File: src/include/smc_pkg.sv
// Package for the strap mode configuration loader: register map, fields, constants
package smc_pkg;
	localparam int SMC_ADDR_W = 8;
	localparam int SMC_DATA_W = 32;
	localparam int SMC_REG_W = 8;
	// Register indices as printed; byte address is four times the index
	localparam logic [7:0] SMC_IDX_EDID_BRIDGE_CONTROL = 8'h4F;
	localparam logic [7:0] SMC_IDX_BRIDGE_CONFIG = 8'h54;
	localparam logic [7:0] SMC_IDX_LINK_MODE_CONTROL = 8'h5B;
	localparam logic [7:0] SMC_IDX_REMOTE_ID_ADDR = 8'h60;
	localparam logic [7:0] SMC_IDX_LINK_STATUS = 8'h61;
	localparam logic [9:0] SMC_BYTE_SCALE = 10'h004;
	// Field positions
	localparam int SMC_BIT_DISPLAY_ID_SOURCE = 0;
	localparam int SMC_BIT_AUX_AUDIO = 1;
	localparam int SMC_BIT_REMOTE_LOAD = 5;
	localparam int SMC_BIT_EXTERNAL_OVERRIDE = 7;
	localparam int SMC_BIT_CABLE_TYPE = 7;
	localparam int SMC_BIT_FORCED_SINGLE = 0;
	localparam int SMC_BIT_SEC_CONTROL_EN = 1;
	// Reset values and defaults
	localparam logic [7:0] SMC_REG_RESET = 8'h00;
	localparam logic [7:0] SMC_REMOTE_ID_ADDR_DEFAULT = 8'hA0;
	// Strap level indices
	localparam int SMC_LEVEL_W = 3;
	localparam logic [2:0] SMC_LEVEL_A_MAX = 3'h3;
	// Pixel rate limits in MHz
	localparam logic [7:0] SMC_RATE_MAX_NEW_MHZ = 8'h60;
	localparam logic [7:0] SMC_RATE_MAX_LEGACY_MHZ = 8'h55;
	typedef enum logic [1:0] {SMC_ST_SYNC, SMC_ST_LATCH, SMC_ST_DONE} smc_state_t;
endpackage

File: src/core/smc_config_loader.sv
// Strap mode configuration loader with APB register file and link mode control
`timescale 1ns/1ps
`default_nettype none
module smc_config_loader
	import smc_pkg::*;
(
	input wire logic clk_sys, // System clock, 20 MHz
	input wire logic sys_rst, // Asynchronous reset, active high
	input wire logic [smc_pkg::SMC_LEVEL_W-1:0] strap_level_in_a, // Strap A level index
	input wire logic [smc_pkg::SMC_LEVEL_W-1:0] strap_level_in_b, // Strap B level index
	input wire logic psel, // APB select
	input wire logic penable, // APB enable
	input wire logic pwrite, // APB direction
	input wire logic [11:0] paddr, // APB byte address
	input wire logic [smc_pkg::SMC_DATA_W-1:0] pwdata, // APB write data
	input wire logic [3:0] pstrb, // APB byte strobes
	output logic [smc_pkg::SMC_DATA_W-1:0] prdata, // APB read data
	output logic pready, // APB ready
	output logic pslverr, // APB error on unmapped address
	input wire logic remote_id_found, // Remote display-ID present
	input wire logic secondary_rx_capable, // Receiver supports control on secondary
	input wire logic legacy_receiver, // Legacy-generation receiver attached
	input wire logic [7:0] pixel_rate_mhz, // Measured pixel rate in MHz
	output logic use_remote_display_id, // Read display-ID from remote
	output logic use_local_display_id, // Use external local display-ID
	output logic [7:0] remote_id_bus_addr, // Bus address of remote ID
	output logic copy_remote_to_memory, // Copy remote ID into internal memory
	output logic aux_audio_enable, // Carry auxiliary audio channel
	output logic external_input_control, // Input controlled over serial pins
	output logic cable_type_bit, // Link configured for cable_type_select
	output logic secondary_phy_enable, // Secondary transmit PHY on
	output logic secondary_back_channel_enable, // Secondary back channel on
	output logic secondary_control_active, // Secondary link carries control
	output logic rate_within_limit, // Pixel rate within single-link limit
	output logic config_loaded // Strap values latched
);
	smc_state_t state;
	logic [SMC_LEVEL_W-1:0] sync_a;
	logic [SMC_LEVEL_W-1:0] sync_b;
	logic dec_src;
	logic dec_aux;
	logic dec_ext;
	logic dec_cable;
	logic dec_load;
	logic [7:0] edid_bridge_control;
	logic [7:0] bridge_config;
	logic [7:0] link_mode_control;
	logic [7:0] remote_id_addr;
	logic [7:0] link_status;
	logic [7:0] index;
	logic index_ok;
	logic aligned;
	logic mapped;
	logic wr_en;
	logic rd_en;
	logic latch_now;
	logic sync_full;
	logic [7:0] next_rdata;

	smc_sync2 #(.WIDTH(2 * SMC_LEVEL_W)) u_sync (
		.clk_sys(clk_sys),
		.sys_rst(sys_rst),
		.d({strap_level_in_a, strap_level_in_b}),
		.q({sync_a, sync_b})
	);

	smc_strap_decode u_decode (
		.level_a(sync_a),
		.level_b(sync_b),
		.display_id_source_select(dec_src),
		.aux_audio_select(dec_aux),
		.external_controller_override(dec_ext),
		.cable_type_select(dec_cable),
		.remote_display_id_load(dec_load)
	);

	// Synchroniser is cleared by reset; it holds strap levels two edges after release
	always_ff @(posedge clk_sys or posedge sys_rst) begin
		if (sys_rst) begin
			sync_full <= 1'b0;
		end else begin
			sync_full <= 1'b1;
		end
	end

	// Sequencer waits for the synchroniser to fill, then latches once
	always_ff @(posedge clk_sys or posedge sys_rst) begin
		if (sys_rst) begin
			state <= SMC_ST_SYNC;
		end else begin
			case (state)
				SMC_ST_SYNC: begin
					if (sync_full) begin
						state <= SMC_ST_LATCH;
					end
				end
				SMC_ST_LATCH: begin
					state <= SMC_ST_DONE;
				end
				SMC_ST_DONE: begin
					state <= SMC_ST_DONE;
				end
				default: begin
					state <= SMC_ST_SYNC;
				end
			endcase
		end
	end
	assign latch_now = (state == SMC_ST_LATCH);
	assign config_loaded = (state == SMC_ST_DONE);

	// APB decode: index is byte address divided by four
	assign index = paddr[9:2];
	assign aligned = (paddr[1:0] == 2'b00) && (paddr[11:10] == 2'b00);
	always_comb begin
		case (index)
			SMC_IDX_EDID_BRIDGE_CONTROL,
			SMC_IDX_BRIDGE_CONFIG,
			SMC_IDX_LINK_MODE_CONTROL,
			SMC_IDX_REMOTE_ID_ADDR,
			SMC_IDX_LINK_STATUS: begin
				index_ok = 1'b1;
			end
			default: begin
				index_ok = 1'b0;
			end
		endcase
	end
	assign mapped = aligned && index_ok;
	assign pready = 1'b1;
	assign pslverr = psel && penable && !mapped;
	assign wr_en = psel && penable && pwrite && mapped && pstrb[0];
	assign rd_en = psel && penable && !pwrite;

	// Writes to the three strap-loaded registers are blocked while the latch runs; the strap copy wins there
	always_ff @(posedge clk_sys or posedge sys_rst) begin
		if (sys_rst) begin
			edid_bridge_control <= SMC_REG_RESET;
		end else if (latch_now) begin
			edid_bridge_control[SMC_BIT_DISPLAY_ID_SOURCE] <= dec_src;
		end else if (wr_en && index == SMC_IDX_EDID_BRIDGE_CONTROL) begin
			edid_bridge_control <= pwdata[7:0];
		end
	end

	always_ff @(posedge clk_sys or posedge sys_rst) begin
		if (sys_rst) begin
			bridge_config <= SMC_REG_RESET;
		end else if (latch_now) begin
			bridge_config[SMC_BIT_AUX_AUDIO] <= dec_aux;
			bridge_config[SMC_BIT_REMOTE_LOAD] <= dec_load;
			bridge_config[SMC_BIT_EXTERNAL_OVERRIDE] <= dec_ext;
		end else if (wr_en && index == SMC_IDX_BRIDGE_CONFIG) begin
			bridge_config <= pwdata[7:0];
		end
	end

	always_ff @(posedge clk_sys or posedge sys_rst) begin
		if (sys_rst) begin
			link_mode_control <= SMC_REG_RESET;
		end else if (latch_now) begin
			link_mode_control[SMC_BIT_CABLE_TYPE] <= dec_cable;
		end else if (wr_en && index == SMC_IDX_LINK_MODE_CONTROL) begin
			link_mode_control <= pwdata[7:0];
		end
	end

	always_ff @(posedge clk_sys or posedge sys_rst) begin
		if (sys_rst) begin
			remote_id_addr <= SMC_REMOTE_ID_ADDR_DEFAULT;
		end else if (wr_en && index == SMC_IDX_REMOTE_ID_ADDR) begin
			remote_id_addr <= pwdata[7:0];
		end
	end

	// Read-only snapshot of the link state
	always_ff @(posedge clk_sys or posedge sys_rst) begin
		if (sys_rst) begin
			link_status <= SMC_REG_RESET;
		end else begin
			link_status <= {4'h0, legacy_receiver, secondary_rx_capable, rate_within_limit,
				config_loaded};
		end
	end

	always_comb begin
		case (index)
			SMC_IDX_EDID_BRIDGE_CONTROL: next_rdata = edid_bridge_control;
			SMC_IDX_BRIDGE_CONFIG: next_rdata = bridge_config;
			SMC_IDX_LINK_MODE_CONTROL: next_rdata = link_mode_control;
			SMC_IDX_REMOTE_ID_ADDR: next_rdata = remote_id_addr;
			SMC_IDX_LINK_STATUS: next_rdata = link_status;
			default: next_rdata = 8'h00;
		endcase
		if (!aligned) begin
			next_rdata = 8'h00;
		end
	end
	// Read data registered at setup so it is stable through the access phase
	always_ff @(posedge clk_sys or posedge sys_rst) begin
		if (sys_rst) begin
			prdata <= '0;
		end else if (psel && !penable && !pwrite) begin
			prdata <= {24'h000000, next_rdata};
		end
	end

	// Option outputs follow the register values; use_remote_display_id and copy_remote_to_memory also need remote_id_found
	always_ff @(posedge clk_sys or posedge sys_rst) begin
		if (sys_rst) begin
			use_remote_display_id <= 1'b0;
			use_local_display_id <= 1'b0;
			copy_remote_to_memory <= 1'b0;
			remote_id_bus_addr <= SMC_REMOTE_ID_ADDR_DEFAULT;
		end else begin
			use_local_display_id <= edid_bridge_control[SMC_BIT_DISPLAY_ID_SOURCE];
			use_remote_display_id <= !edid_bridge_control[SMC_BIT_DISPLAY_ID_SOURCE]
				&& remote_id_found;
			copy_remote_to_memory <= bridge_config[SMC_BIT_REMOTE_LOAD]
				&& remote_id_found;
			remote_id_bus_addr <= remote_id_addr;
		end
	end

	always_ff @(posedge clk_sys or posedge sys_rst) begin
		if (sys_rst) begin
			aux_audio_enable <= 1'b0;
			external_input_control <= 1'b0;
			cable_type_bit <= 1'b0;
		end else begin
			aux_audio_enable <= bridge_config[SMC_BIT_AUX_AUDIO];
			external_input_control <= bridge_config[SMC_BIT_EXTERNAL_OVERRIDE];
			cable_type_bit <= link_mode_control[SMC_BIT_CABLE_TYPE];
		end
	end

	// Secondary link: control only when capable and not forced single
	always_ff @(posedge clk_sys or posedge sys_rst) begin
		if (sys_rst) begin
			secondary_phy_enable <= 1'b0;
			secondary_back_channel_enable <= 1'b0;
			secondary_control_active <= 1'b0;
			rate_within_limit <= 1'b0;
		end else begin
			secondary_phy_enable <= !link_mode_control[SMC_BIT_FORCED_SINGLE];
			secondary_back_channel_enable <= !link_mode_control[SMC_BIT_FORCED_SINGLE];
			secondary_control_active <= !link_mode_control[SMC_BIT_FORCED_SINGLE]
				&& link_mode_control[SMC_BIT_SEC_CONTROL_EN] && secondary_rx_capable;
			// Legacy partner keeps the rate under its lower limit
			rate_within_limit <= legacy_receiver ? (pixel_rate_mhz < SMC_RATE_MAX_LEGACY_MHZ)
				: (pixel_rate_mhz <= SMC_RATE_MAX_NEW_MHZ);
		end
	end

	latch_once_a: assert property (@(posedge clk_sys) disable iff (sys_rst)
		(state == SMC_ST_DONE) |=> (state == SMC_ST_DONE))
		else $error("strap latch state left done");
	latch_src_a: assert property (@(posedge clk_sys) disable iff (sys_rst)
		latch_now |=> edid_bridge_control[SMC_BIT_DISPLAY_ID_SOURCE] == $past(dec_src))
		else $error("source select not latched");
	latch_cfg_a: assert property (@(posedge clk_sys) disable iff (sys_rst)
		latch_now |=> bridge_config[SMC_BIT_EXTERNAL_OVERRIDE] == $past(dec_ext)
		&& bridge_config[SMC_BIT_REMOTE_LOAD] == $past(dec_load))
		else $error("bridge config not latched");
	latch_cable_a: assert property (@(posedge clk_sys) disable iff (sys_rst)
		latch_now |=> link_mode_control[SMC_BIT_CABLE_TYPE] == $past(dec_cable))
		else $error("cable type not latched");
	sw_write_a: assert property (@(posedge clk_sys) disable iff (sys_rst)
		(wr_en && !latch_now && index == SMC_IDX_BRIDGE_CONFIG)
		|=> bridge_config == $past(pwdata[7:0]))
		else $error("software write lost");
	forced_single_a: assert property (@(posedge clk_sys) disable iff (sys_rst)
		link_mode_control[SMC_BIT_FORCED_SINGLE]
		|=> !secondary_phy_enable && !secondary_control_active)
		else $error("secondary phy on in forced single");
	back_channel_a: assert property (@(posedge clk_sys) disable iff (sys_rst)
		link_mode_control[SMC_BIT_FORCED_SINGLE] |=> !secondary_back_channel_enable)
		else $error("back channel on in forced single");
	latch_aux_a: assert property (@(posedge clk_sys) disable iff (sys_rst)
		latch_now |=> bridge_config[SMC_BIT_AUX_AUDIO] == $past(dec_aux))
		else $error("aux audio not latched");
	legacy_rate_a: assert property (@(posedge clk_sys) disable iff (sys_rst)
		(legacy_receiver && pixel_rate_mhz >= SMC_RATE_MAX_LEGACY_MHZ)
		|=> !rate_within_limit)
		else $error("legacy rate limit not applied");
	addr_follow_a: assert property (@(posedge clk_sys) disable iff (sys_rst)
		1'b1 |=> remote_id_bus_addr == $past(remote_id_addr))
		else $error("remote address not applied");
	cable_type_select_follow_a: assert property (@(posedge clk_sys) disable iff (sys_rst)
		$rose(link_mode_control[SMC_BIT_CABLE_TYPE]) |=> cable_type_bit)
		else $error("cable_type_bit not applied");
	local_id_a: assert property (@(posedge clk_sys) disable iff (sys_rst)
		use_local_display_id |-> !use_remote_display_id)
		else $error("local and remote display-ID both used");
	load_done_a: assert property (@(posedge clk_sys) disable iff (sys_rst)
		$fell(sys_rst) |-> ##3 config_loaded)
		else $error("straps not loaded in time");
endmodule // smc_config_loader
`default_nettype wire

File: src/core/smc_strap_decode.sv
// Decoder from the two strap level indices to the five option bits
`timescale 1ns/1ps
`default_nettype none
module smc_strap_decode
	import smc_pkg::*;
(
	input wire logic [smc_pkg::SMC_LEVEL_W-1:0] level_a, // Strap A level index 0..3
	input wire logic [smc_pkg::SMC_LEVEL_W-1:0] level_b, // Strap B level index 0..7
	output logic display_id_source_select, // Decoded display-ID source
	output logic aux_audio_select, // Decoded auxiliary audio
	output logic external_controller_override, // Decoded external override
	output logic cable_type_select, // Decoded cable type
	output logic remote_display_id_load // Decoded remote load
);
	logic [1:0] pair_a;
	always_comb begin
		// Levels above the top step do not occur; clamp keeps the decode defined
		pair_a = (level_a > SMC_LEVEL_A_MAX) ? SMC_LEVEL_A_MAX[1:0] : level_a[1:0];
	end
	assign display_id_source_select = pair_a[1];
	assign aux_audio_select = pair_a[0];
	assign external_controller_override = level_b[2];
	assign cable_type_select = level_b[1];
	assign remote_display_id_load = level_b[0];
endmodule // smc_strap_decode
`default_nettype wire

File: src/core/smc_sync2.sv
// Two-flop synchroniser for a bus of pin levels
`timescale 1ns/1ps
`default_nettype none
module smc_sync2 #(
	parameter int WIDTH = 3
) (
	input wire logic clk_sys, // System clock
	input wire logic sys_rst, // Asynchronous reset, active high
	input wire logic [WIDTH-1:0] d, // Asynchronous input
	output logic [WIDTH-1:0] q // Synchronised output
);
	logic [WIDTH-1:0] meta;
	always_ff @(posedge clk_sys or posedge sys_rst) begin
		if (sys_rst) begin
			meta <= '0;
			q <= '0;
		end else begin
			meta <= d;
			q <= meta;
		end
	end
endmodule // smc_sync2
`default_nettype wire

File: config.mk
export PLATFORM = sky130hd
export DESIGN_NAME = smc_config_loader
export DESIGN_NICKNAME = d
export VERILOG_FILES = /design/src/include/smc_pkg.sv /design/src/core/smc_config_loader.sv /design/src/core/smc_strap_decode.sv /design/src/core/smc_sync2.sv
export SDC_FILE = /design/constraint.sdc
export NUM_CORES = 1
export LEC_CHECK = 0
export ABC_CLOCK_PERIOD_IN_PS = 2500
export BUFFER_PORTS_ARGS = -buffer_cell sky130_fd_sc_hd__buf_4
export CAP_MARGIN = 40
export CORE_MARGIN = 4
export CORE_UTILIZATION = 29
export DETAILED_ROUTE_END_ITERATION = 10
export PLACE_DENSITY = 0.6
export SLEW_MARGIN = 20
export SYNTH_ARGS = -nofsm -noshare
export SYNTH_HDL_FRONTEND = slang
export SYNTH_SLANG_ARGS = --single-unit
File: constraint.sdc
create_clock -name clk_sys -period 2.5 [get_ports clk_sys]
set_input_delay 0.5 -clock clk_sys [delete_from_list [all_inputs] [get_ports clk_sys]]
set_output_delay 0.5 -clock clk_sys [all_outputs]
set_load 0.02 [all_outputs]
==> summary.txt <==
Outcome
  • Status: completed

Placed design
  • Post-placement worst setup slack: -2.787 ps
  • Dpl cells: 472
  • PortBufs: 70
  • DP HPWL: 5723 microns
  • Placement Cell Area: 3910 sq um
  • RD Place Congestion: 0.7926

Timing
  • Hold Violations, Final: 0
  • Setup TNS: 0 ps
  • Final setup fails: 0
  • RSZ-0062 raised after global routing: false
  • Slew headroom: 66.32%
  • Layout Skew: 14.45 ps
  • Setup WS post-layout: 89.45 ps
  • Shortest period the worst path allows: 2411 ps
  • Final Cycle Share: 96.42%
  • Transition time at the pin with the least slew margin: 504.2 ps
  • Maximum operating frequency: 414.8 MHz
  • Slew Limit Fails: 0

Logic synthesis
  • Largest cells by area after synthesis: sky130_fd_sc_hd__dfrtp_1 (56%), sky130_fd_sc_hd__mux2_2 (9.5%), sky130_fd_sc_hd__buf_4 (6.1%), sky130_fd_sc_hd__dfstp_2 (3.3%), sky130_fd_sc_hd__mux2i_1 (2.5%)
  • Cell area after synthesis: 3214 sq um
  • Share of flip-flops with an asynchronous set or reset: 100.0%
  • Register area share after synthesis: 59.32%
  • Library cell with the highest instance count after synthesis: sky130_fd_sc_hd__dfrtp_1
  • EDFF count, synth: 0
  • Cell type with the largest total area after synthesis: sky130_fd_sc_hd__dfrtp_1
  • Area share of the leading cell type in the synthesized netlist: 56.05%
  • Flip-flop and latch count after synthesis: 76
  • List of most frequent post-synthesis cells: sky130_fd_sc_hd__dfrtp_1 (72), sky130_fd_sc_hd__mux2_2 (27), sky130_fd_sc_hd__buf_4 (26)
  • Number of distinct library cell variants in the gate-level netlist after synthesis: 46
  • Post-synthesis area per instance: 12.56 sq um
  • Dominant synthesized flop cell: sky130_fd_sc_hd__dfrtp_1
  • Synth Warn #: 0
  • Synthesized instance count: 256

GRT
  • Overflow left after global routing: 0
  • Vias in the first global route: 2320
  • Largest net degree at the start of global routing: 46
  • Tot GR Track Use: 11.62%
  • Global-route wire length before repair: 11570 microns
  • Antenna violations before repair: 0

Setup path
  • CP startpoint kind: primary input
  • Stage delay of the slowest cell on the critical path: 400 ps
  • Cell depth of the worst flop-to-flop path: 5
  • Req. time, crit path: 2000 ps
  • Worst reg-to-reg setup slack: 650 ps
  • Most frequent cell on the critical path: sky130_fd_sc_hd__buf_4
  • Top delay family on crit path: simple AND/OR/NAND/NOR gates
  • CP Max Fanout: 4
  • Worst flop-to-flop path endpoint: bridge_config[0]
  • Reg-to-reg startpoint: state[1]
  • Crit path cell chain: buf_4, or3b_4, or2_4, o21bai_2, nor2_1, o211a_1, buf_4
  • Buffering stage count on the worst path with inverters included: 2
  • Worst setup EP type: primary output
  • Arrival @ worst endpoint: 1910 ps
  • Library cell contributing the largest single delay on the critical path: sky130_fd_sc_hd__or3b_4
  • Crit path kind: in2out

Run
  • Max Cap Viol: 0

Routing
  • Post-route DRC violation count: 0
  • TritonRoute pass-1 iters: 4
  • Initial detailed-routing violation count: 53
  • Total number of vias: 2161
  • Via/cell ratio: 4.428
  • Number of antenna-violating nets in the routed design: 0
  • Per-cell routed wire length: 14.90 microns
  • DRT Wirelength: 7270 microns

Floorplanning
  • Die Area: 12830 sq um
  • Vert. Die Dim: 113.3 microns
  • Number of I/O pins: 123
  • Die outline width: 113.3 microns
  • Initial core utilization: 29.65%
  • Number of standard-cell rows in the floorplan: 38
  • Placeable core region: 10840 sq um

Clock network
  • Clock latency reported for the late side of the worst-skew pair: 350 ps
  • CTS clock-pin slew for the worst setup and hold paths: 80 ps
  • Cell at the root of the clock tree: sky130_fd_sc_hd__clkbuf_8
  • Number of buffers created by CTS: 9
  • CTS max path bufs: 2
  • TritonCTS clock tree: done
  • Number of buffers inserted to repair setup after CTS: 0
  • Htree depth: 3
  • Number of clock sinks: 76

Finish
  • Layout Area Growth over Synthesis: 27.21%
  • Number of fill cells in the layout: 1119
  • Proportion of layout cells with a drive suffix above 1: 40.80%
  • Final nets: 417
  • Number of standard cells in the final layout excluding fillers: 488
  • # diodes: 0
  • Post-Layout Inst Area: 4089 sq um

Power
  • Static Leak: 1.968 nW
  • PD cells: 653.7 nW/um^2
  • Peak VDD IR: 0.0002771 V
  • Power consumption: 2.673 mW

Hold path
  • Hold/Removal Path Class: in2async
==> through the flow <==
stage          util, %  hold slack, ps
6_report         37.72           82.88
3_3_place_gp     36.07           336.2
3_5_place_dp     36.07           336.4
2_1_floorplan        -           331.2
4_1_cts          37.58           84.65
5_1_grt          37.72           92.02
==> flip-flops by register name, summed over array words and instances (netlist names), 2 cells and up <==
register and count:
u_sync.meta 6, remote_id_addr 8, link_status 4, remote_id_bus_addr 8, u_sync.q 6, prdata 8
bridge_config 8, edid_bridge_control 8, state 2, link_mode_control 8
==> placed cells by master, fill, tap and decap left out, types with 7 or more instances in the layout <==
cell type,count
sky130_fd_sc_hd__buf_4,87
sky130_fd_sc_hd__dfrtp_1,72
sky130_fd_sc_hd__mux2_2,27
sky130_fd_sc_hd__conb_1,26
sky130_fd_sc_hd__nand2_1,14
sky130_fd_sc_hd__o21ai_0,13
sky130_fd_sc_hd__nor2_1,10
sky130_fd_sc_hd__clkbuf_8,10
sky130_fd_sc_hd__mux2i_1,8
sky130_fd_sc_hd__a22oi_1,8
sky130_fd_sc_hd__a21oi_1,7
==> report_power, final <==
group / switching (mW) / internal (mW)
clock: 0.422 / 0.384
combinational: 0.280 / 0.187
sequential: 0.0604 / 1.34
total: 0.762 / 1.91
==> layer usage <==
| layer | track usage [%] | wire length (microns) | vias to the layer above |
|---|---|---|---|
| met5 | 0 | 0 | - |
| li1 | - | - | 1019 |
| met3 | 3.904 | 518 | 6 |
| met4 | 3.365 | 49 | 0 |
| met1 | 15.02 | 3177 | 1057 |
| met2 | 18.60 | 3524 | 79 |
==> cell type report <==
cell class | count | area, sq um | share of cell area (%)
Clock buffer | 13 | 148.9 | 3.641
Inverter | 5 | 18.77 | 0.4590
Multi-Input combinational cell | 163 | 1151 | 28.15
Clock inverter | 3 | 15.01 | 0.3672
Tap cell | 140 | 175.2 | 4.284
Timing Repair Buffer | 88 | 673.1 | 16.46
Sequential cell | 76 | 1907 | 46.63
==> worst max-delay path by stage <==
stage | start | to | slack (ps) | depth (start not counted)
final | paddr[7] | pslverr | 90 | 7
after floorplan | sys_rst | aux_audio_enable | 70 | 1
after CTS | paddr[7] | pslverr | 10 | 7
after detailed placement | paddr[7] | link_mode_control[2] | -3 | 7
after global placement | paddr[1] | link_mode_control[3] | 9 | 6
after global routing | paddr[7] | pslverr | 30 | 7
==> worst register-to-register path, delay by kind of cell, from the launching register on <==
kind          cells  cell delay, ps
simple gates      1             370
mux               1             370
flops             1             360
buf+inv           2             320
fa+ha+maj         1             300
==> logic make-up (layout without fill, tap and decap cells) <==
kind of cell / after synthesis / count (layout) / share of synthesized area (%)
other: 2 / 26 / 0.2336
adder cells (fa/ha/maj): 4 / 4 / 1.557
buffers and inverters: 41 / 109 / 8.135
flip-flops: 76 / 76 / 59.32
AND/OR/NAND/NOR: 54 / 54 / 10.08
multiplexers: 35 / 35 / 11.95
AO/OA/AOI/OAI: 44 / 44 / 8.719
==> timing repair <==
item | 4_1_cts | 5_1_grt
setup endpoints to repair | 1 | 1
hold buffers | 0 | 0
resized for setup | 0 | 4
pin swaps | 1 | 1
Note: power is estimated with default switching activity, not from simulation.
